File: config.mk
export PLATFORM = sky130hd
export DESIGN_NAME = rsc_seq
export DESIGN_NICKNAME = d
export VERILOG_FILES = /design/src/hw/rsc_pkg.sv /design/src/hw/rsc_tick.sv /design/src/hw/rsc_timer.sv /design/src/hw/rsc_seq.sv
export SDC_FILE = /design/constraint.sdc
export NUM_CORES = 1
export LEC_CHECK = 0
export BUFFER_PORTS_ARGS = -buffer_cell sky130_fd_sc_hd__buf_2
export CAP_MARGIN = 10
export CORE_ASPECT_RATIO = 0.9
export CORE_MARGIN = 4
export CORE_UTILIZATION = 45
export DETAILED_ROUTE_END_ITERATION = 8
export PLACE_DENSITY = 0.75
export SYNTH_ARGS = -nofsm -noshare
export SYNTH_HDL_FRONTEND = slang
export SYNTH_SLANG_ARGS = --single-unit
File: constraint.sdc
create_clock -name clk_i -period 5.5 [get_ports clk_i]
set_clock_uncertainty 0.2 [all_clocks]
set_input_delay 0.55 -clock clk_i [delete_from_list [all_inputs] [get_ports clk_i]]
set_output_delay 0.55 -clock clk_i [all_outputs]
set_load 0.005 [all_outputs]
File: src/hw/rsc_pkg.sv
package rsc_pkg;
   // How it works
   // - Execution waits for power-up timer, oscillator start-up timer and pin release, each when enabled.
   // - Both start-up timers keep counting while the external reset pin is held low.
   // - After pin release with timers expired, execution starts exactly 11 clocks later.
   // - Every reset updates the cause register; only supply, watchdog and in-sleep pin resets also update the status register.
   // - Cause register has seven flags for the eight reset causes.
   // - Resets load program counter 0000h; sleep wake-ups continue at the next address.
   // - Interrupt wake with global enable runs next instruction, then pushes and vectors to 0004h.
   // - Timeout and sleep flags: set on power-on, changed per watchdog, interrupt and pin events.
   // - Bit 7 set by stack overflow reset, cleared by firmware or brown-out, zero on power-on.
   // - Stack fault resets and their flags only when the stack fault enable is 1.
   // - Bit 4 cleared by a watchdog reset; firmware may set it again.
   // - Bit 2 cleared by the reset instruction; firmware may set it again.
   // - Bit 1 cleared by power-on reset; firmware sets it afterwards.
   // - Power-up timer holds reset for 64 ms, starting after supply monitors release.
   // - Crystal mode start-up timer counts 1024 oscillator cycles after power-up or wake.
   // - Brown-out and low-power brown-out share one brown-out flag; power-on has its own flag.

   // Clock and timing
   localparam int unsigned CLK_HZ         = 25_000_000;
   localparam int unsigned POWER_UP_MS     = 64;
   localparam int unsigned MS_CYCLES       = CLK_HZ / 1000;
   localparam int unsigned OSC_START_TICKS = 1024;
   localparam logic [3:0]  START_DELAY    = 4'ha;

   // Program counter targets
   localparam logic [15:0] PC_RESET_VEC = 16'h0000;
   localparam logic [15:0] PC_IRQ_VEC   = 16'h0004;

   // Wishbone register byte offsets
   localparam int unsigned ADR_W      = 4;
   localparam logic [3:0]  REG_CAUSE  = 4'h0;
   localparam logic [3:0]  REG_STATUS = 4'h4;
   localparam logic [3:0]  REG_CONFIG = 4'h8;
   localparam logic [3:0]  REG_SEQ    = 4'hc;

   // Reset cause register layout
   typedef struct packed {
      logic stack_over_flag;
      logic stack_under_flag;
      logic unused5;
      logic watchdog_cause_flag;
      logic ext_pin_cause_flag;
      logic soft_reset_opcode_flag;
      logic power_on_cause_flag;
      logic brownout_cause_flag;
   } rsc_cause_t;

   // Core status register layout, low and high bits belong to the core
   typedef struct packed {
      logic [2:0] core_hi;
      logic       timeout_status_flag;
      logic       sleep_status_flag;
      logic [2:0] core_lo;
   } rsc_status_t;

   // Start-up configuration
   typedef struct packed {
      logic [3:0] rsvd;
      logic       stack_fault_reset_enable;
      logic       osc_needs_start;
      logic       ext_pin_enable;
      logic       power_up_timer_enable;
   } rsc_config_t;

   localparam rsc_cause_t  CAUSE_POWER_ON  = 8'h1c;
   localparam rsc_status_t STATUS_POWER_ON = 8'h18;
   localparam rsc_config_t CONFIG_RESET    = 8'h0f;

   // Sequencer states
   typedef enum logic [3:0] {
      ST_SUPPLY,
      ST_POWER_UP,
      ST_OSC_START,
      ST_PIN,
      ST_DELAY,
      ST_RUN,
      ST_SLEEP,
      ST_WAKE_OSC
   } rsc_state_t;
endpackage : rsc_pkg

File: src/hw/rsc_tick.sv
`timescale 1ns/10ps
module rsc_tick #(
   parameter int unsigned DIV = 25000
) (
   input  wire logic clk_i,
   input  wire logic rst_i,
   input  wire logic clr_i,
   output logic      tick_o
);
   localparam int unsigned W = $clog2(DIV);
   localparam logic [W-1:0] LAST = W'(DIV - 1);

   logic [W-1:0] cnt_r;

   // Free divider, restarted by clr_i
   always_ff @(posedge clk_i) begin
      if (rst_i || clr_i) begin
         cnt_r  <= '0;
         tick_o <= 1'b0;
      end else if (cnt_r == LAST) begin
         cnt_r  <= '0;
         tick_o <= 1'b1;
      end else begin
         cnt_r  <= cnt_r + 1'b1;
         tick_o <= 1'b0;
      end
   end
endmodule : rsc_tick

File: src/hw/rsc_timer.sv
`timescale 1ns/10ps
module rsc_timer #(
   parameter int unsigned LIMIT = 64
) (
   input  wire logic clk_i,
   input  wire logic rst_i,
   input  wire logic start_i,
   input  wire logic en_i,
   output logic      done_o
);
   localparam int unsigned W = $clog2(LIMIT + 1);
   localparam logic [W-1:0] LAST = W'(LIMIT - 1);

   logic [W-1:0] cnt_r;

   // Held clear while start_i, counts en_i pulses, then latches done
   always_ff @(posedge clk_i) begin
      if (rst_i || start_i) begin
         cnt_r  <= '0;
         done_o <= 1'b0;
      end else if (en_i && !done_o) begin
         cnt_r <= cnt_r + 1'b1;
         if (cnt_r == LAST) begin
            done_o <= 1'b1;
         end
      end
   end
endmodule : rsc_timer

File: src/hw/rsc_seq.sv
`timescale 1ns/10ps
module rsc_seq
   import rsc_pkg::*;
#(
   parameter int unsigned MS_DIV          = MS_CYCLES,
   parameter int unsigned POWER_UP_COUNT  = POWER_UP_MS,
   parameter int unsigned OSC_START_COUNT = OSC_START_TICKS
) (
   input  wire logic             clk_i,
   input  wire logic             rst_i,
   // Wishbone slave
   input  wire logic             wb_cyc_i,
   input  wire logic             wb_stb_i,
   input  wire logic             wb_we_i,
   input  wire logic [ADR_W-1:0] wb_adr_i,
   input  wire logic [3:0]       wb_sel_i,
   input  wire logic [31:0]      wb_dat_i,
   output logic      [31:0]      wb_dat_o,
   output logic                  wb_ack_o,
   // Supply monitors and pin
   input  wire logic             por_i,
   input  wire logic             brownout_i,
   input  wire logic             low_power_brownout_detector_i,
   input  wire logic             external_reset_pin_n_i,
   input  wire logic             osc_tick_i,
   // Core side events
   input  wire logic             wdt_timeout_i,
   input  wire logic             clrwdt_i,
   input  wire logic             sleep_enter_i,
   input  wire logic             irq_wake_i,
   input  wire logic             global_irq_enable_i,
   input  wire logic             insn_done_i,
   input  wire logic             soft_reset_i,
   input  wire logic             stack_over_i,
   input  wire logic             stack_under_i,
   // Core control
   output logic                  core_reset_o,
   output logic                  cpu_run_o,
   output logic                  pc_load_o,
   output logic      [15:0]      pc_value_o,
   output logic                  irq_push_o
);

   rsc_state_t  state_r;
   rsc_state_t  state_nxt;
   rsc_cause_t  cause_r;
   rsc_cause_t  cause_nxt;
   rsc_status_t status_r;
   rsc_status_t status_nxt;
   rsc_config_t cfg_r;
   logic [3:0]  delay_r;
   logic        irq_pend_r;
   logic        ms_tick;
   logic        power_up_done;
   logic        osc_start_done;
   logic        supply_low;
   logic        brown_low;
   logic        pin_held;
   logic        in_run;
   logic        in_sleep;
   logic        ev_pin_run;
   logic        ev_pin_sleep;
   logic        ev_wdt_rst;
   logic        ev_wdt_wake;
   logic        ev_irq_wake;
   logic        ev_ovf;
   logic        ev_unf;
   logic        ev_soft;
   logic        ev_sleep;
   logic        ev_clrwdt;
   logic        ev_vector;
   logic        wb_access;
   logic        wb_wr0;
   logic [31:0] rd_word;

   // Supply and pin conditions
   assign brown_low  = brownout_i | low_power_brownout_detector_i;
   assign supply_low = por_i | brown_low;
   assign pin_held   = cfg_r.ext_pin_enable & ~external_reset_pin_n_i;
   assign in_run     = (state_r == ST_RUN);
   assign in_sleep   = (state_r == ST_SLEEP) || (state_r == ST_WAKE_OSC);

   // Reset and wake events, one per cycle by priority
   assign ev_pin_run   = ~supply_low & in_run & pin_held;
   assign ev_pin_sleep = ~supply_low & in_sleep & pin_held;
   assign ev_wdt_rst   = ~supply_low & in_run & ~pin_held & wdt_timeout_i;
   assign ev_ovf       = ~supply_low & in_run & ~pin_held & ~wdt_timeout_i
                         & cfg_r.stack_fault_reset_enable & stack_over_i;
   assign ev_unf       = ~supply_low & in_run & ~pin_held & ~wdt_timeout_i & ~ev_ovf
                         & cfg_r.stack_fault_reset_enable & stack_under_i;
   assign ev_soft      = ~supply_low & in_run & ~pin_held & ~wdt_timeout_i & ~ev_ovf
                         & ~ev_unf & soft_reset_i;
   assign ev_sleep     = ~supply_low & in_run & ~pin_held & ~wdt_timeout_i & ~ev_ovf
                         & ~ev_unf & ~soft_reset_i & sleep_enter_i;
   assign ev_clrwdt    = ~supply_low & in_run & ~pin_held & ~wdt_timeout_i & ~ev_ovf
                         & ~ev_unf & ~soft_reset_i & ~sleep_enter_i & clrwdt_i;
   assign ev_wdt_wake  = ~supply_low & (state_r == ST_SLEEP) & ~pin_held & wdt_timeout_i;
   assign ev_irq_wake  = ~supply_low & (state_r == ST_SLEEP) & ~pin_held & ~wdt_timeout_i
                         & irq_wake_i;
   assign ev_vector    = in_run & irq_pend_r & insn_done_i & (state_nxt == ST_RUN);

   // Millisecond tick for the power-up timer
   rsc_tick #(
      .DIV(MS_DIV)
   ) u_ms_tick (
      .clk_i  (clk_i),
      .rst_i  (rst_i),
      .clr_i  (state_r != ST_POWER_UP),
      .tick_o (ms_tick)
   );

   // Power-up timer, runs regardless of the pin; done stays up until the next supply event
   rsc_timer #(
      .LIMIT(POWER_UP_COUNT)
   ) u_power_up_timer (
      .clk_i   (clk_i),
      .rst_i   (rst_i),
      .start_i (state_r == ST_SUPPLY),
      .en_i    (ms_tick),
      .done_o  (power_up_done)
   );

   // Oscillator start-up timer; held clear until power-up expiry or while asleep
   rsc_timer #(
      .LIMIT(OSC_START_COUNT)
   ) u_osc_startup_timer (
      .clk_i   (clk_i),
      .rst_i   (rst_i),
      .start_i (!cfg_r.osc_needs_start || (state_r inside {ST_SUPPLY, ST_POWER_UP, ST_SLEEP})),
      .en_i    (osc_tick_i),
      .done_o  (osc_start_done)
   );

   // Sequencer next state
   always_comb begin
      state_nxt = state_r;
      case (state_r)
         ST_SUPPLY: begin
            if (cfg_r.power_up_timer_enable) begin
               state_nxt = ST_POWER_UP;
            end else if (cfg_r.osc_needs_start) begin
               state_nxt = ST_OSC_START;
            end else begin
               state_nxt = ST_PIN;
            end
         end
         ST_POWER_UP: begin
            if (power_up_done) begin
               state_nxt = cfg_r.osc_needs_start ? ST_OSC_START : ST_PIN;
            end
         end
         ST_OSC_START: begin
            if (osc_start_done) begin
               state_nxt = ST_PIN;
            end
         end
         ST_PIN: begin
            if (!pin_held) begin
               state_nxt = ST_DELAY;
            end
         end
         ST_DELAY: begin
            if (pin_held) begin
               state_nxt = ST_PIN;
            end else if (delay_r == START_DELAY - 4'h1) begin
               state_nxt = ST_RUN;
            end
         end
         ST_RUN: begin
            if (ev_pin_run || ev_wdt_rst || ev_ovf || ev_unf || ev_soft) begin
               state_nxt = ST_PIN;
            end else if (ev_sleep) begin
               state_nxt = ST_SLEEP;
            end
         end
         ST_SLEEP: begin
            if (ev_pin_sleep) begin
               state_nxt = ST_PIN;
            end else if (ev_wdt_wake || ev_irq_wake) begin
               state_nxt = cfg_r.osc_needs_start ? ST_WAKE_OSC : ST_RUN;
            end
         end
         ST_WAKE_OSC: begin
            if (ev_pin_sleep) begin
               state_nxt = ST_PIN;
            end else if (osc_start_done) begin
               state_nxt = ST_RUN;
            end
         end
         default: begin
            state_nxt = ST_SUPPLY;
         end
      endcase
      if (supply_low) begin
         state_nxt = ST_SUPPLY;
      end
   end

   // State register
   always_ff @(posedge clk_i) begin
      if (rst_i) begin
         state_r <= ST_SUPPLY;
      end else begin
         state_r <= state_nxt;
      end
   end

   // Start delay after pin release
   always_ff @(posedge clk_i) begin
      if (rst_i || state_r != ST_DELAY) begin
         delay_r <= 4'h0;
      end else begin
         delay_r <= delay_r + 4'h1;
      end
   end

   // Pending interrupt vector after a wake
   always_ff @(posedge clk_i) begin
      if (rst_i || state_nxt == ST_SUPPLY || state_nxt == ST_PIN) begin
         irq_pend_r <= 1'b0;
      end else if (ev_irq_wake && global_irq_enable_i) begin
         irq_pend_r <= 1'b1;
      end else if (ev_vector) begin
         irq_pend_r <= 1'b0;
      end
   end

   // Core control outputs
   always_ff @(posedge clk_i) begin
      if (rst_i) begin
         core_reset_o <= 1'b1;
         cpu_run_o    <= 1'b0;
         pc_load_o    <= 1'b0;
         pc_value_o   <= PC_RESET_VEC;
         irq_push_o   <= 1'b0;
      end else begin
         core_reset_o <= (state_nxt != ST_RUN) && (state_nxt != ST_SLEEP)
                         && (state_nxt != ST_WAKE_OSC);
         cpu_run_o    <= (state_nxt == ST_RUN);
         pc_load_o    <= 1'b0;
         irq_push_o   <= 1'b0;
         if (state_r == ST_DELAY && state_nxt == ST_RUN) begin
            pc_load_o  <= 1'b1;
            pc_value_o <= PC_RESET_VEC;
         end else if (ev_vector) begin
            pc_load_o  <= 1'b1;
            pc_value_o <= PC_IRQ_VEC;
            irq_push_o <= 1'b1;
         end
      end
   end

   // Cause flags: hardware events win over a firmware write
   always_comb begin
      cause_nxt = cause_r;
      if (wb_wr0 && wb_adr_i == REG_CAUSE) begin
         cause_nxt = rsc_cause_t'(wb_dat_i[7:0]);
      end
      cause_nxt.unused5 = 1'b0;
      if (por_i) begin
         cause_nxt = CAUSE_POWER_ON;
      end else if (brown_low) begin
         cause_nxt.stack_over_flag        = 1'b0;
         cause_nxt.stack_under_flag       = 1'b0;
         cause_nxt.ext_pin_cause_flag     = 1'b1;
         cause_nxt.soft_reset_opcode_flag = 1'b1;
         cause_nxt.brownout_cause_flag    = 1'b0;
      end else begin
         if (ev_wdt_rst) begin
            cause_nxt.watchdog_cause_flag = 1'b0;
         end
         if (ev_pin_run || ev_pin_sleep) begin
            cause_nxt.ext_pin_cause_flag = 1'b0;
         end
         if (ev_soft) begin
            cause_nxt.soft_reset_opcode_flag = 1'b0;
         end
         if (ev_ovf) begin
            cause_nxt.stack_over_flag = 1'b1;
         end
         if (ev_unf) begin
            cause_nxt.stack_under_flag = 1'b1;
         end
      end
   end

   // Cause register, updated in the reset cycle itself
   always_ff @(posedge clk_i) begin
      if (rst_i) begin
         cause_r <= CAUSE_POWER_ON;
      end else begin
         cause_r <= cause_nxt;
      end
   end

   // Timeout and sleep status flags
   always_comb begin
      status_nxt         = status_r;
      status_nxt.core_hi = 3'h0;
      status_nxt.core_lo = 3'h0;
      if (supply_low) begin
         status_nxt.timeout_status_flag = 1'b1;
         status_nxt.sleep_status_flag   = 1'b1;
      end else if (ev_wdt_rst) begin
         status_nxt.timeout_status_flag = 1'b0;
      end else if (ev_wdt_wake) begin
         status_nxt.timeout_status_flag = 1'b0;
         status_nxt.sleep_status_flag   = 1'b0;
      end else if (ev_irq_wake || ev_pin_sleep || ev_sleep) begin
         status_nxt.timeout_status_flag = 1'b1;
         status_nxt.sleep_status_flag   = 1'b0;
      end else if (ev_clrwdt) begin
         status_nxt.timeout_status_flag = 1'b1;
         status_nxt.sleep_status_flag   = 1'b1;
      end
   end

   // Status register
   always_ff @(posedge clk_i) begin
      if (rst_i) begin
         status_r <= STATUS_POWER_ON;
      end else begin
         status_r <= status_nxt;
      end
   end

   // Configuration, kept across device resets
   always_ff @(posedge clk_i) begin
      if (rst_i) begin
         cfg_r <= CONFIG_RESET;
      end else if (wb_wr0 && wb_adr_i == REG_CONFIG) begin
         cfg_r      <= rsc_config_t'(wb_dat_i[7:0]);
         cfg_r.rsvd <= 4'h0;
      end
   end

   // Wishbone decode, single-cycle answer
   assign wb_access = wb_cyc_i & wb_stb_i & ~wb_ack_o;
   assign wb_wr0    = wb_access & wb_we_i & wb_sel_i[0];

   // Read data mux, unmapped reads as zero
   always_comb begin
      case (wb_adr_i)
         REG_CAUSE:  rd_word = {24'h0, cause_r};
         REG_STATUS: rd_word = {24'h0, status_r};
         REG_CONFIG: rd_word = {24'h0, cfg_r};
         REG_SEQ:    rd_word = {24'h0, pin_held, irq_pend_r, osc_start_done, power_up_done, state_r};
         default:    rd_word = 32'h0;
      endcase
   end

   // Acknowledge and read data
   always_ff @(posedge clk_i) begin
      if (rst_i) begin
         wb_ack_o <= 1'b0;
         wb_dat_o <= 32'h0;
      end else begin
         wb_ack_o <= wb_access;
         if (wb_access && !wb_we_i) begin
            wb_dat_o <= rd_word;
         end
      end
   end

endmodule : rsc_seq

-- After elaboration in Yosys (flattened, before gate mapping)
Index checks and enable logic that the tools add are counted.
- input port bits: 59
- register bits after elaboration: 103
- word-level logic and storage cells: 181
- output and inout bits: 53
- muxes and demuxes: 33
- equal/unequal tests: 21
- bitwise logic cells: 43
- add/sub/neg operators: 4
- reduce and logical (&&, ||, !) cells: 48
- operator list (cell ; number):
    $mux W4 ; 12
    $pmux W4 S8 ; 1
    $pmux W8 S4 ; 1
    $and A1 B1 Y1 ; 31
    $eq A4 B3 Y1 const B ; 6
    $logic_or A1 B1 Y1 ; 16
    $ne A4 B3 Y1 const B ; 4
    $add A15 B1 Y15 const B ; 1
    $eq A15 B15 Y1 const B ; 1
    $mux W1 ; 13
    $eq A4 B2 Y1 const B ; 3
    $eq A4 B4 Y1 const B ; 3
    $logic_not A4 Y1 ; 3
    $add A11 B1 Y11 const B ; 1
    $eq A11 B10 Y1 const B ; 1
    $mux W2 ; 5
    $not A1 Y1 ; 10
    $reduce_bool A2 Y1 ; 5
    $logic_and A1 B1 Y1 ; 9
    $mux W8 ; 1
    $reduce_or A2 Y1 ; 4
    $add A7 B1 Y7 const B ; 1
    $eq A7 B6 Y1 const B ; 1
    $reduce_and A2 Y1 ; 3
    other kinds (8) ; 13

-- Logic depth before layout (Yosys ltp)
Gate-level depths: netlist of run 1.
- word-level depth: 24
- mapped depth: 8
- gate-level depth less buffers: 8

-- Modules after synthesis
Synthesis of run 1 repeated with hierarchy kept, for this count alone.
- cells, all modules: 437
- area, all modules: 3848.7 um2
- by module, submodules not included (module ; sequential area each (um2) ; instances ; cells each ; area each (um2)):
    rsc_seq ; 720.7 ; 1 ; 258 ; 2209.6
    rsc_tick ; 320.3 ; 1 ; 78 ; 711.9
    rsc_timer at u_osc_startup_timer ; 240.2 ; 1 ; 62 ; 559.3
    rsc_timer at u_power_up_timer ; 160.2 ; 1 ; 39 ; 367.9

-- Worst setup path before layout of run 1
Ideal clock, no wire load.
- path type: input -> register
- start point: input port low_power_brownout_detector_i
- end point: register irq_pend_r
- arrival: 1982 ps
- slack: 3196 ps
- library setup time: 122 ps
- stages: 7
- path buffers: 1
- data required time: 5178 ps
- cells stage by stage: or3_1 > buf_2 > o21bai_1 > a21oi_1 > a211o_1 > and3_1 > o32a_1
- word-level cells in the longest chain between the ends: 23
- elaborated cells on any way between the ends: 47
- classes of those cells: 2 x eq/ne; 8 x mux; 27 x bitwise; 10 x reduce/logical
- ends and longest elaborated chain (what ; line ; source):
    start: declaration ; rsc_seq.sv:23 ; input wire logic low_power_brownout_detector_i,
    $or A1 B1 Y1 (*) ; rsc_seq.sv:77 ; assign brown_low = brownout_i | low_power_brownout_detector_i;
    $or A1 B1 Y1 (*) ; rsc_seq.sv:78 ; assign supply_low = por_i | brown_low;
    $not A1 Y1 ; -- ;
    $and A1 B1 Y1 (3 in a row) ; -- ;
    $and A1 B1 Y1 (2 in a row) ; rsc_seq.sv:88 ; & cfg_r.stack_fault_reset_enable & stack_over_i;
    $not A1 Y1 ; rsc_seq.sv:89, rsc_seq.sv:91, rsc_seq.sv:93 ;
    $and A1 B1 Y1 ; rsc_seq.sv:89, rsc_seq.sv:91, rsc_seq.sv:93 ;
    $and A1 B1 Y1 (2 in a row) ; rsc_seq.sv:90 ; & cfg_r.stack_fault_reset_enable & stack_under_i;
    (+2 left out) ; -- ;
    $and A1 B1 Y1 (2 in a row) ; rsc_seq.sv:94 ; & ~ev_unf & ~soft_reset_i & sleep_enter_i;
    $mux W4 ; rsc_seq.sv:172 ; end else if (ev_sleep) begin
    $mux W4 ; rsc_seq.sv:170 ; if (ev_pin_run || ev_wdt_rst || ev_ovf || ev_unf || ev_soft) begin
    $pmux W4 S8 ; rsc_seq.sv:137 ; case (state_r)
    $mux W4 ; rsc_seq.sv:194 ; if (supply_low) begin
    $eq A4 B3 Y1 / $logic_not A4 Y1 (equally long branches) ; rsc_seq.sv:100, rsc_seq.sv:219 ;
    $and A1 B1 Y1 / $logic_or A1 B1 Y1 (equally long branches) ; rsc_seq.sv:100, rsc_seq.sv:219 ;
    $reduce_bool A2 Y1 (no source line) / $logic_or A1 B1 Y1 (equally long branches) ; -- ;
    end signal: assignment ; rsc_seq.sv:220 ; irq_pend_r <= 1'b0;
    end signal: assignment ; rsc_seq.sv:222 ; irq_pend_r <= 1'b1;
    end signal: assignment ; rsc_seq.sv:224 ; irq_pend_r <= 1'b0;
    end: declaration ; rsc_seq.sv:52 ; logic irq_pend_r;
Every way passes the cells marked *; elsewhere a longest branch is shown, timed or not.
A chain may end at the register's enable or synchronous reset.

-- Worst setup path after layout of run 1
- start point: register state_r[0]
- end point: register pc_value_o[2]
- word-level cells in the longest chain between the ends: 21
- elaborated cells on any way between the ends: 56
- classes of those cells: 8 x eq/ne; 13 x mux; 26 x bitwise; 9 x reduce/logical
- ends and longest elaborated chain (what ; line ; source):
    start: declaration ; rsc_seq.sv:44 ; rsc_state_t state_r;
    start signal: assignment ; rsc_seq.sv:204 ; state_r <= state_nxt;
    $eq A4 B3 Y1 ; rsc_seq.sv:80, rsc_seq.sv:137 ;
    $and A1 B1 Y1 (3 in a row) ; -- ;
    $and A1 B1 Y1 (2 in a row) ; rsc_seq.sv:88 ;
    $not A1 Y1 ; rsc_seq.sv:89, rsc_seq.sv:91, rsc_seq.sv:93 ;
    $and A1 B1 Y1 ; rsc_seq.sv:89, rsc_seq.sv:91, rsc_seq.sv:93 ;
    $and A1 B1 Y1 (2 in a row) ; rsc_seq.sv:90 ;
    $not A1 Y1 ; rsc_seq.sv:92, rsc_seq.sv:94 ;
    $and A1 B1 Y1 ; rsc_seq.sv:92, rsc_seq.sv:94 ;
    $and A1 B1 Y1 (2 in a row) ; rsc_seq.sv:94 ;
    $mux W4 ; rsc_seq.sv:172 ;
    $mux W4 ; rsc_seq.sv:170 ;
    $pmux W4 S8 ; rsc_seq.sv:137 ;
    $mux W4 ; rsc_seq.sv:194 ;
    $eq A4 B3 Y1 ; rsc_seq.sv:100, rsc_seq.sv:242 ;
    $logic_and A1 B1 Y1 ; rsc_seq.sv:242 ; if (state_r == ST_DELAY && state_nxt == ST_RUN) begin
    $reduce_or A2 Y1 (no source line) ; -- ;
    end signal: assignment ; rsc_seq.sv:234 ; pc_value_o <= PC_RESET_VEC;
    end signal: assignment ; rsc_seq.sv:244 ; pc_value_o <= PC_RESET_VEC;
    end signal: assignment ; rsc_seq.sv:247 ; pc_value_o <= PC_IRQ_VEC;
    end: declaration ; rsc_seq.sv:40 ; output logic [15:0] pc_value_o,
Several ways; a longest one is shown, not always the timed one.

==> results of run 1 <==
sequential cells by signal, summed over array words and instances (netlist names):
name and flops:
pc_value_o 1, irq_push_o 1, pc_load_o 1, irq_pend_r 1
wb_ack_o 1, u_power_up_timer.done_o 1, u_osc_startup_timer.done_o 1, wb_dat_o 8
u_ms_tick.tick_o 1, cfg_r 4, u_power_up_timer.cnt_r 7, u_ms_tick.cnt_r 15
core_reset_o 1, cause_r 7, state_r 4, delay_r 4
status_r 2, cpu_run_o 1, u_osc_startup_timer.cnt_r 11
routing by layer:
metal / up-vias / GRT usage, % / wire length [um]
met1: 1345 / 20.9 / 3260
li1: 1485 / - / -
met4: 0 / 5.39 / 106
met3: 12 / 5.20 / 693
met2: 107 / 25.2 / 3430
met5: - / 0 / 0
power breakdown:
group | internal (W) | switching (W) | total (W) | leakage [nW]
Combinational | 0.0000205 | 0.0000342 | 0.0000547 | 0.931
Clock | 0.000254 | 0.000196 | 0.000449 | 0.110
Sequential | 0.000523 | 0.00000248 | 0.000525 | 0.581
Total | 0.000797 | 0.000232 | 0.00103 | 1.62
critical path, cell delays in order (launching register included):
cell      delay [ns]
dfxtp_1         0.71
nand4_1         0.43
a41oi_1         0.43
a211oi_2        0.13
or3_1           0.38
a211oi_2        0.21
logic make-up (layout without fill, tap and decap cells):
family          after synthesis  in the layout  synth area share (%)
compound gates               58             58                  10.9
mux                          10             10                  3.27
simple gates                188            188                  25.7
xor+xnor                     31             31                  7.40
buf+inv                      65             72                  11.6
flops                        72             72                  39.3
fa+ha+maj                     5              5                  1.70
other cells                   1             40                 0.102
stage by stage:
stage	hold slack [ns]	area (sq um)	setup slack (ns)	power [W]
after floorplan	0.230	3820	3.20	0.000591
after global placement	0.241	3790	2.90	0.000590
after detailed placement	0.258	3790	2.88	0.000591
after CTS	0.219	4010	3.01	0.00104
after global routing	0.225	4010	2.84	0.00107
final	0.234	4010	2.94	0.00103
cell usage after synthesis (10+ instances only):
| cell | count |
|---|---|
| a21oi_1 | 14 |
| buf_4 | 41 |
| dfxtp_1 | 72 |
| inv_1 | 10 |
| nand2_1 | 20 |
| nand3_1 | 22 |
| nor2_1 | 81 |
| o21ai_0 | 10 |
| xnor2_1 | 11 |
| xor2_1 | 20 |
worst min path at each step:
| stage | start | cells after the start | endpoint |
|---|---|---|---|
| CTS | por_i | 2 | cause_r[1] |
| floorplan | u_ms_tick.cnt_r[0] | 1 | u_ms_tick.cnt_r[0] |
| global route | por_i | 2 | cause_r[1] |
| finish | por_i | 2 | cause_r[1] |
| detailed placement | u_ms_tick.cnt_r[0] | 1 | u_ms_tick.cnt_r[0] |
| global placement | u_ms_tick.cnt_r[0] | 1 | u_ms_tick.cnt_r[0] |
layout make-up:
type,count,area [sq um],share of cell area [%]
Multi-Input combinational cell,332,1950,48.7
Sequential cell,72,1440,36.0
Tap cell,96,120,3.00
Inverter,11,55.1,1.37
Clock buffer,10,128,3.19
Clock inverter,6,83.8,2.09
Timing Repair Buffer,45,228,5.68
==> results.cfg, run 1 <==
[status]
status = completed

[final_layout]
fin_util_pct = 51.8
nets = 535
antenna_cells = 0
final_cell_mix = nor2_1, dfxtp_1, buf_2
layout_commonest_cell = nor2_1
fillers = 738
fin_cells = 572
layout-drive-gt1-share_pct = 15.3
syn_to_final_growth_pct = 9.13

[clocking]
htreeDepth = 3
clock-sinks = 72
cts_hold_buf = 0
cts-root-buf = clkbuf_8
clk_pin_slew_ns = 0.08
clockBufferDepth = 2
ctsResizeCount = 0
numCtsBuffers = 9
cts_tree = done
cts_setup_buffers = 0
insertion_delay_ns = 0.35

[logic_synthesis]
synth.largest_area_cell = dfxtp_1
synth_area_per_cell_sq_um = 8.54
synth_flop_cell = dfxtp_1
yosys_warnings = 0
syn_area_sq_um = 3670
synth.area.top_cells = dfxtp_1, buf_4, nor2_1
synth_cells = 430
synth_top_area_share_pct = 39.3
synth_cell_types = 56
synth-seq-cells = 72
synth_edf_count = 0
async_reset_ff_share_pct = 0
ys_seq_area_share_pct = 39.3

[sta]
fmax_mhz = 390
finalSetupTns_ns = 0
drv_slew = 0
finalCriticalPeriod_ns = 2.56
worstMarginPinSlew_ns = 0.742
setup_viol = 0
rsz0062_at_grt = false
fin_crit_sh_pct = 46.6
finalHoldViolCount = 0
max_slew_margin_pct = 50.1

[critical_path]
rr_worst_depth = 5
start_kind = flop
rr_endpoint = pc_value_o[2]
cp_max_fo = 20
startpoint = state_r[0]
crit_required_ns = 5.57
rr_startpoint = state_r[0]
timing.reg2reg.setup_slack_ns = 2.94
endpoint = pc_value_o[2]
end_kind = flop
critPathKind = reg2reg
worstPathArrival_ns = 2.64

[floorplanning]
num_rows = 30
start_util_pct = 47.5
die_x_um = 103
io_pins = 112
chipHeight_um = 93.7
die_area_sq_um = 9670
core_sq_um = 7730

[routing]
drt_wl_total_mm = 7.49
ant_nets = 0
drt-pass1-iter-count = 4
vias_per_cell = 5.16
drt-initial-drc-count = 129
drc = 0
routedWlPerCell_um = 13.1
via_count = 2949

[placement]
gp_congestion = 0.891
place_hpwl_mm = 5.51
port_buffers = 44
place_inst = 556

[global_route]
grt_pass1_wl_mm = 12.4
antenna_found_initial = 0
grt_pass1_vias = 2739
grt_overflow = 0
grt_max_degree = 24
grtUsageTotal_pct = 16.1

[pwr]
power.density_nw_per_um2 = 257
p_leak_nw = 1.62
ir_drop_uv = 120

[job]
cap_violations = 0

[hold_path]
hp-class = in2reg
Note: power is estimated with default switching activity, not from simulation.
==> run 2, diff against run 1 <==
--- a/config.mk
+++ b/config.mk
@@ -5,6 +5,7 @@
 export SDC_FILE = /design/constraint.sdc
 export NUM_CORES = 1
 export LEC_CHECK = 0
+export ABC_AREA = 1
 export BUFFER_PORTS_ARGS = -buffer_cell sky130_fd_sc_hd__buf_2
 export CAP_MARGIN = 10
 export CORE_ASPECT_RATIO = 0.9
==> constraint.sdc (replaced) <==
create_clock -name clk_i -period 2.5 [get_ports clk_i]
set_clock_uncertainty 0.2 [all_clocks]
set_input_delay 0.25 -clock clk_i [delete_from_list [all_inputs] [get_ports clk_i]]
set_output_delay 0.25 -clock clk_i [all_outputs]
set_load 0.005 [all_outputs]
==> run 2 against run 1 <==
Effect of this change: synthesized cell count up 22%; routed wire length increased by 5.1%; register-to-register slack got worse by 2.6 ns; cell count is 21% higher; worst setup slack got worse by 2.7 ns; total power grew 120%; count of clock-buffer cells in the layout rose by 1; sequential power rose by 120%; die area grew 0.88%; flip-flop and latch count is the same; sequential share of layout area is 1.8 points lower; hold slack lost 0.21 ns; highest routed layer unchanged.
==> results.cfg, run 2 <==
[status]
status = completed

[logic_synthesis]
synthMuxAreaShare_pct = 0.270
synth.area.top_cells = dfxtp_1, nand2_1, buf_4
synth_top_area_share_pct = 38.9
syn_area_sq_um = 3710
synthAdderAreaFrac_pct = 1.69
synth_edf_count = 0
synth_compound_area_share_pct = 11.1
yosys-top-cells-count = nand2_1, dfxtp_1, nor2_1
synth.largest_area_cell = dfxtp_1
synth_area_per_cell_sq_um = 7.09
yosys_warnings = 0
synth_flop_cell = dfxtp_1
synth_cells = 523
synth_top_family_by_area = simple AND/OR/NAND/NOR gates
synth_cell_types = 41
synth-xor-area-share_pct = 2.13
async_reset_ff_share_pct = 0
synthSimpleGateAreaFrac_pct = 30.4
ys_seq_area_share_pct = 38.9
synth.most_common_cell = nand2_1
synth-seq-cells = 72

[floorplanning]
die_area_sq_um = 9750
num_rows = 31
start_util_pct = 46.2
io_pins = 112
die_x_um = 104
core_sq_um = 8030
chipHeight_um = 94.1

[routing]
via_count = 3317
routedWlPerCell_um = 11.4
route.met3.wl_um = 393
drc = 0
drt_wl_total_mm = 7.87
m1WireLength_mm = 3.78
vias_per_cell = 4.79
ant_nets = 0
met2_length_mm = 3.59
drt-pass1-iter-count = 4
top_layer = met4
drt-initial-drc-count = 91

[final_layout]
fin_cells = 692
regMostFlops = u_ms_tick.cnt_r
syn_to_final_growth_pct = 13.8
largest_reg_flops = 15
reg.largest.list = u_ms_tick.cnt_r (15), u_osc_startup_timer.cnt_r (11), wb_dat_o (8)
nets = 652
layout_commonest_cell = nand2_1
fillers = 770
layout-drive-gt1-share_pct = 15.7
antenna_cells = 0
final_cell_mix = nand2_1, dfxtp_1, nor2_1

[pwr]
total_power_w = 0.00222
ir_drop_uv = 401
power.density_nw_per_um2 = 527
p_leak_nw = 1.81

[clocking]
insertion_delay_ns = 0.35
clock-sinks = 72
cts-root-buf = clkbuf_8
clockBufferDepth = 2
numCtsBuffers = 9
clk_pin_slew_ns = 0.08
htreeDepth = 3
cts_tree = done
ctsResizeCount = 0

[critical_path]
worstPathArrival_ns = 2.29
crit_path_top_delay_cell = dlygate4sd3_1
cp_max_fo = 9
rr_startpoint = state_r[1]
start_kind = primary input
slowest_delay_ns = 0.53
crit_chain = dlygate4sd3_1, buf_2, inv_1, nand2_2, nor2_1, nand3_1, nand2_1, nand2_1, nand3_1, nand2_1, nor2_2, nand4_2, nand2_1, a21oi_2
critPathKind = in2reg
timing.reg2reg.setup_slack_ns = 0.34
crit_required_ns = 2.55
rr_worst_depth = 14
end_kind = flop
rr_endpoint = irq_pend_r
startpoint = por_i
path_common_cell = nand2_1

[placement]
place_hpwl_mm = 6.00
port_buffers = 44
gp_congestion = 0.920
place_inst = 667

[hold_path]
hold_depth = 4
hp-class = in2reg
hold_end = u_osc_startup_timer.cnt_r[0]
hold_path_startpoint = osc_tick_i

[global_route]
grt_pass1_wl_mm = 13.4
grt_pass1_vias = 3034
grt_overflow = 0
grtUsageTotal_pct = 16.6
antenna_found_initial = 0
grt_max_degree = 19

[sta]
drv_slew = 0
setup_viol = 0
fin_crit_sh_pct = 89.3
finalHoldViolCount = 0
rsz0062_at_grt = false
finalCriticalPeriod_ns = 2.23
fmax_mhz = 448
fin_hold_ws_ns = 0.0267
finalSetupTns_ns = 0

[job]
cap_violations = 0
## run 2: critical path, delay by kind of cell
kind,cells,cell delay (ns)
compound gates,1,0.05
buf+inv,3,0.73
simple gates,10,1.26
## run 2: logic make-up after synthesis
logic type	after synthesis
and+or+nand+nor	251
buffers and inverters	113
DFF	72
AOI/OAI and AO/OA	71
xor gates and xnor gates	9
adders and majority gates	5
other	1
muxes	1
## run 2: worst max path at each step
stage	end	depth (start not counted)
floorplan	irq_pend_r	11
global placement	irq_pend_r	14
detailed placement	irq_pend_r	13
CTS	pc_load_o	13
global route	irq_pend_r	14
finish	irq_pend_r	14
## run 2: through the flow
stage / util (%) / setup WS (ns) / instance area [sq um]
floorplan: - / 0.678 / 3850
global route: 52.5 / 0.0687 / 4220
CTS: 52.5 / 0.321 / 4220
global placement: 48.9 / 0.399 / 3920
finish: 52.5 / 0.266 / 4220
detailed placement: 48.9 / 0.382 / 3920
## run 2: what timing repair did
item	in CTS	in global routing
buffers inserted	0	0
hold buffers	9	0
endpoints found under the hold margin	10	0
## run 2: power by group
part	total, W	switching (W)	internal, W
sequential	0.00115	0.00000308	0.00115
combinational	0.000126	0.0000819	0.0000439
clock	0.000943	0.000431	0.000511
## run 2: layer usage
| metal | vias to the layer above | track usage [%] |
|---|---|---|
| li1 | 1733 | - |
| met1 | 1502 | 20.3 |
| met2 | 72 | 27.8 |
| met3 | 10 | 5.50 |
| met4 | 0 | 5.32 |
| met5 | - | 0 |
## run 2: final cells by class
class | instances | area [sq um] | share of cell area (%)
clock buffer | 11 | 151 | 3.59
inverter | 71 | 267 | 6.32
tap | 99 | 124 | 2.94
clock inverter | 5 | 55.1 | 1.30
timing repair buffer | 57 | 340 | 8.07
sequential | 72 | 1440 | 34.2
multi-input combinational | 377 | 1840 | 43.6
==> run 3, diff against run 2 <==
--- a/config.mk
+++ b/config.mk
@@ -9,7 +9,7 @@
 export BUFFER_PORTS_ARGS = -buffer_cell sky130_fd_sc_hd__buf_2
 export CAP_MARGIN = 10
 export CORE_ASPECT_RATIO = 0.9
-export CORE_MARGIN = 4
+export CORE_MARGIN = 2
 export CORE_UTILIZATION = 45
 export DETAILED_ROUTE_END_ITERATION = 8
 export PLACE_DENSITY = 0.75
==> run 3 against run 2 <==
Effect of this change: combinational power barely moved; cell count did not move; first-iteration DRC count rose by 6.6%; clock power rose by 7%; utilization rose by 0.17 points; design area rose by 0.33%; worst setup slack improved by 0.025 ns; flip-flop and latch count did not move; routed wire length fell by 0.50%; sequential share of layout area fell by 0.11 points; critical path type is now reg2reg.
==> results.cfg, run 3 (synthesis gave the netlist of run 2 again) <==
[status]
status = completed

[floorplanning]
die_x_um = 99.7
core_sq_um = 8030
start_util_pct = 46.2
die_area_sq_um = 8980
num_rows = 31
io_pins = 112
chipHeight_um = 90.1

[sta]
rsz0062_at_grt = false
drv_slew = 0
fin_crit_sh_pct = 88.3
finalHoldViolCount = 0
finalCriticalPeriod_ns = 2.21
setup_viol = 0
max_slew_margin_pct = 54.5
worstMarginPinSlew_ns = 0.678
fmax_mhz = 453
finalSetupTns_ns = 0
worst_slack_ns = 0.292

[critical_path]
crit_chain = inv_2, nand2_2, nor3_1, nand2_1, nand3_1, a21oi_1, a21oi_2, nand4_1, nand2_1, a21oi_1
worstPathArrival_ns = 2.25
crit_required_ns = 2.55
crit_path_top_delay_cell = nor3_1
cp_max_fo = 5
crit_cells = 10
cp_num_buf_inv = 1
slowest_delay_ns = 0.54
critPathKind = reg2reg
crit_family = simple AND/OR/NAND/NOR gates
start_kind = flop
end_kind = flop
rr_worst_depth = 10

[clocking]
numCtsBuffers = 9
cts-root-buf = clkbuf_8
insertion_delay_ns = 0.35
clockBufferDepth = 2
cts_setup_buffers = 0
htreeDepth = 3
clock-sinks = 72
cts_tree = done
clk_pin_slew_ns = 0.08

[global_route]
grt_max_degree = 19
grt_overflow = 0
antenna_found_initial = 0
grtUsageTotal_pct = 17.9
grt_pass1_wl_mm = 13.1
grt_pass1_vias = 3096

[hold_path]
hold_depth = 5
hp-class = in2reg

[final_layout]
postLayoutCellArea_sq_um = 4230
layout-drive-gt1-share_pct = 15.5
reg.largest.list = u_ms_tick.cnt_r (15), u_osc_startup_timer.cnt_r (11), wb_dat_o (8)
fillers = 797
antenna_cells = 0
syn_to_final_growth_pct = 14.2
fin_cells = 692
layout_commonest_cell = nand2_1
largest_reg_flops = 15
fin_util_pct = 52.7
nets = 652
regMostFlops = u_ms_tick.cnt_r
final_cell_mix = nand2_1, dfxtp_1, nor2_1

[routing]
vias_per_cell = 4.85
ant_nets = 0
drc = 0
drt_wl_total_mm = 7.83
via_count = 3359
routedWlPerCell_um = 11.3
drt-pass1-iter-count = 4
drt-initial-drc-count = 97

[placement]
place_inst = 667
placed_cell_area_sq_um = 3920
port_buffers = 44
dp_slack_ns = 0.345
gp_congestion = 0.894
place_hpwl_mm = 6.04

[pwr]
p_leak_nw = 1.81
power.density_nw_per_um2 = 541
ir_drop_uv = 319

[job]
cap_violations = 0
## run 3: where the power goes
group	internal [W]	total (W)	leakage, nW	switching [W]
Clock	0.000567	0.00101	0.103	0.000444
Sequential	0.00115	0.00115	0.581	0.00000350
Combinational	0.0000449	0.000126	1.12	0.0000815
## run 3: path summary, 6_finish.rpt
path	from	endpoint	slack (ns)
worst max-delay path	state_r[3]	pc_value_o[2]	0.29
worst min-delay path	wb_stb_i	wb_ack_o	0.03
worst max register to register	state_r[3]	pc_value_o[2]	0.29
worst min register to register	pc_value_o[2]	pc_value_o[2]	0.24
## run 3: per-stage QoR
stage | power [W] | hold WS (ns)
after global routing | 0.00238 | 0.0342
final | 0.00229 | 0.0324
after detailed placement | 0.00129 | 0.236
after global placement | 0.00129 | 0.229
after CTS | 0.00232 | 0.0131
after floorplan | 0.00129 | 0.158
## run 3: final cells by class
cell class	instances	area, sq um	share of cell area [%]
multi-input combinational	377	1840	43.5
sequential	72	1440	34.1
timing repair buffer	57	340	8.04
inverter	71	267	6.30
clock buffer	10	128	3.02
tap	99	124	2.93
clock inverter	6	92.6	2.19
## run 3: what timing repair did
| item | 4_1_cts | 5_1_grt |
|---|---|---|
| hold buffers | 9 | 0 |
| resized for setup | 0 | 0 |
| endpoints found under the hold margin | 10 | 0 |
## run 3: routing by layer
metal / vias to the layer above / track usage (%) / routed length, um
li1: 1738 / - / -
met1: 1517 / 21.4 / 3540
met4: 0 / 6.51 / 112
met2: 89 / 30.5 / 3740
met3: 15 / 5.05 / 432
met5: - / 0 / 0
## run 3: tightest hold or removal path: cells and delay by family
family	cells	cell delay (ns)
buffers and inverters	2	0.15
AND/OR/NAND/NOR	3	0.13
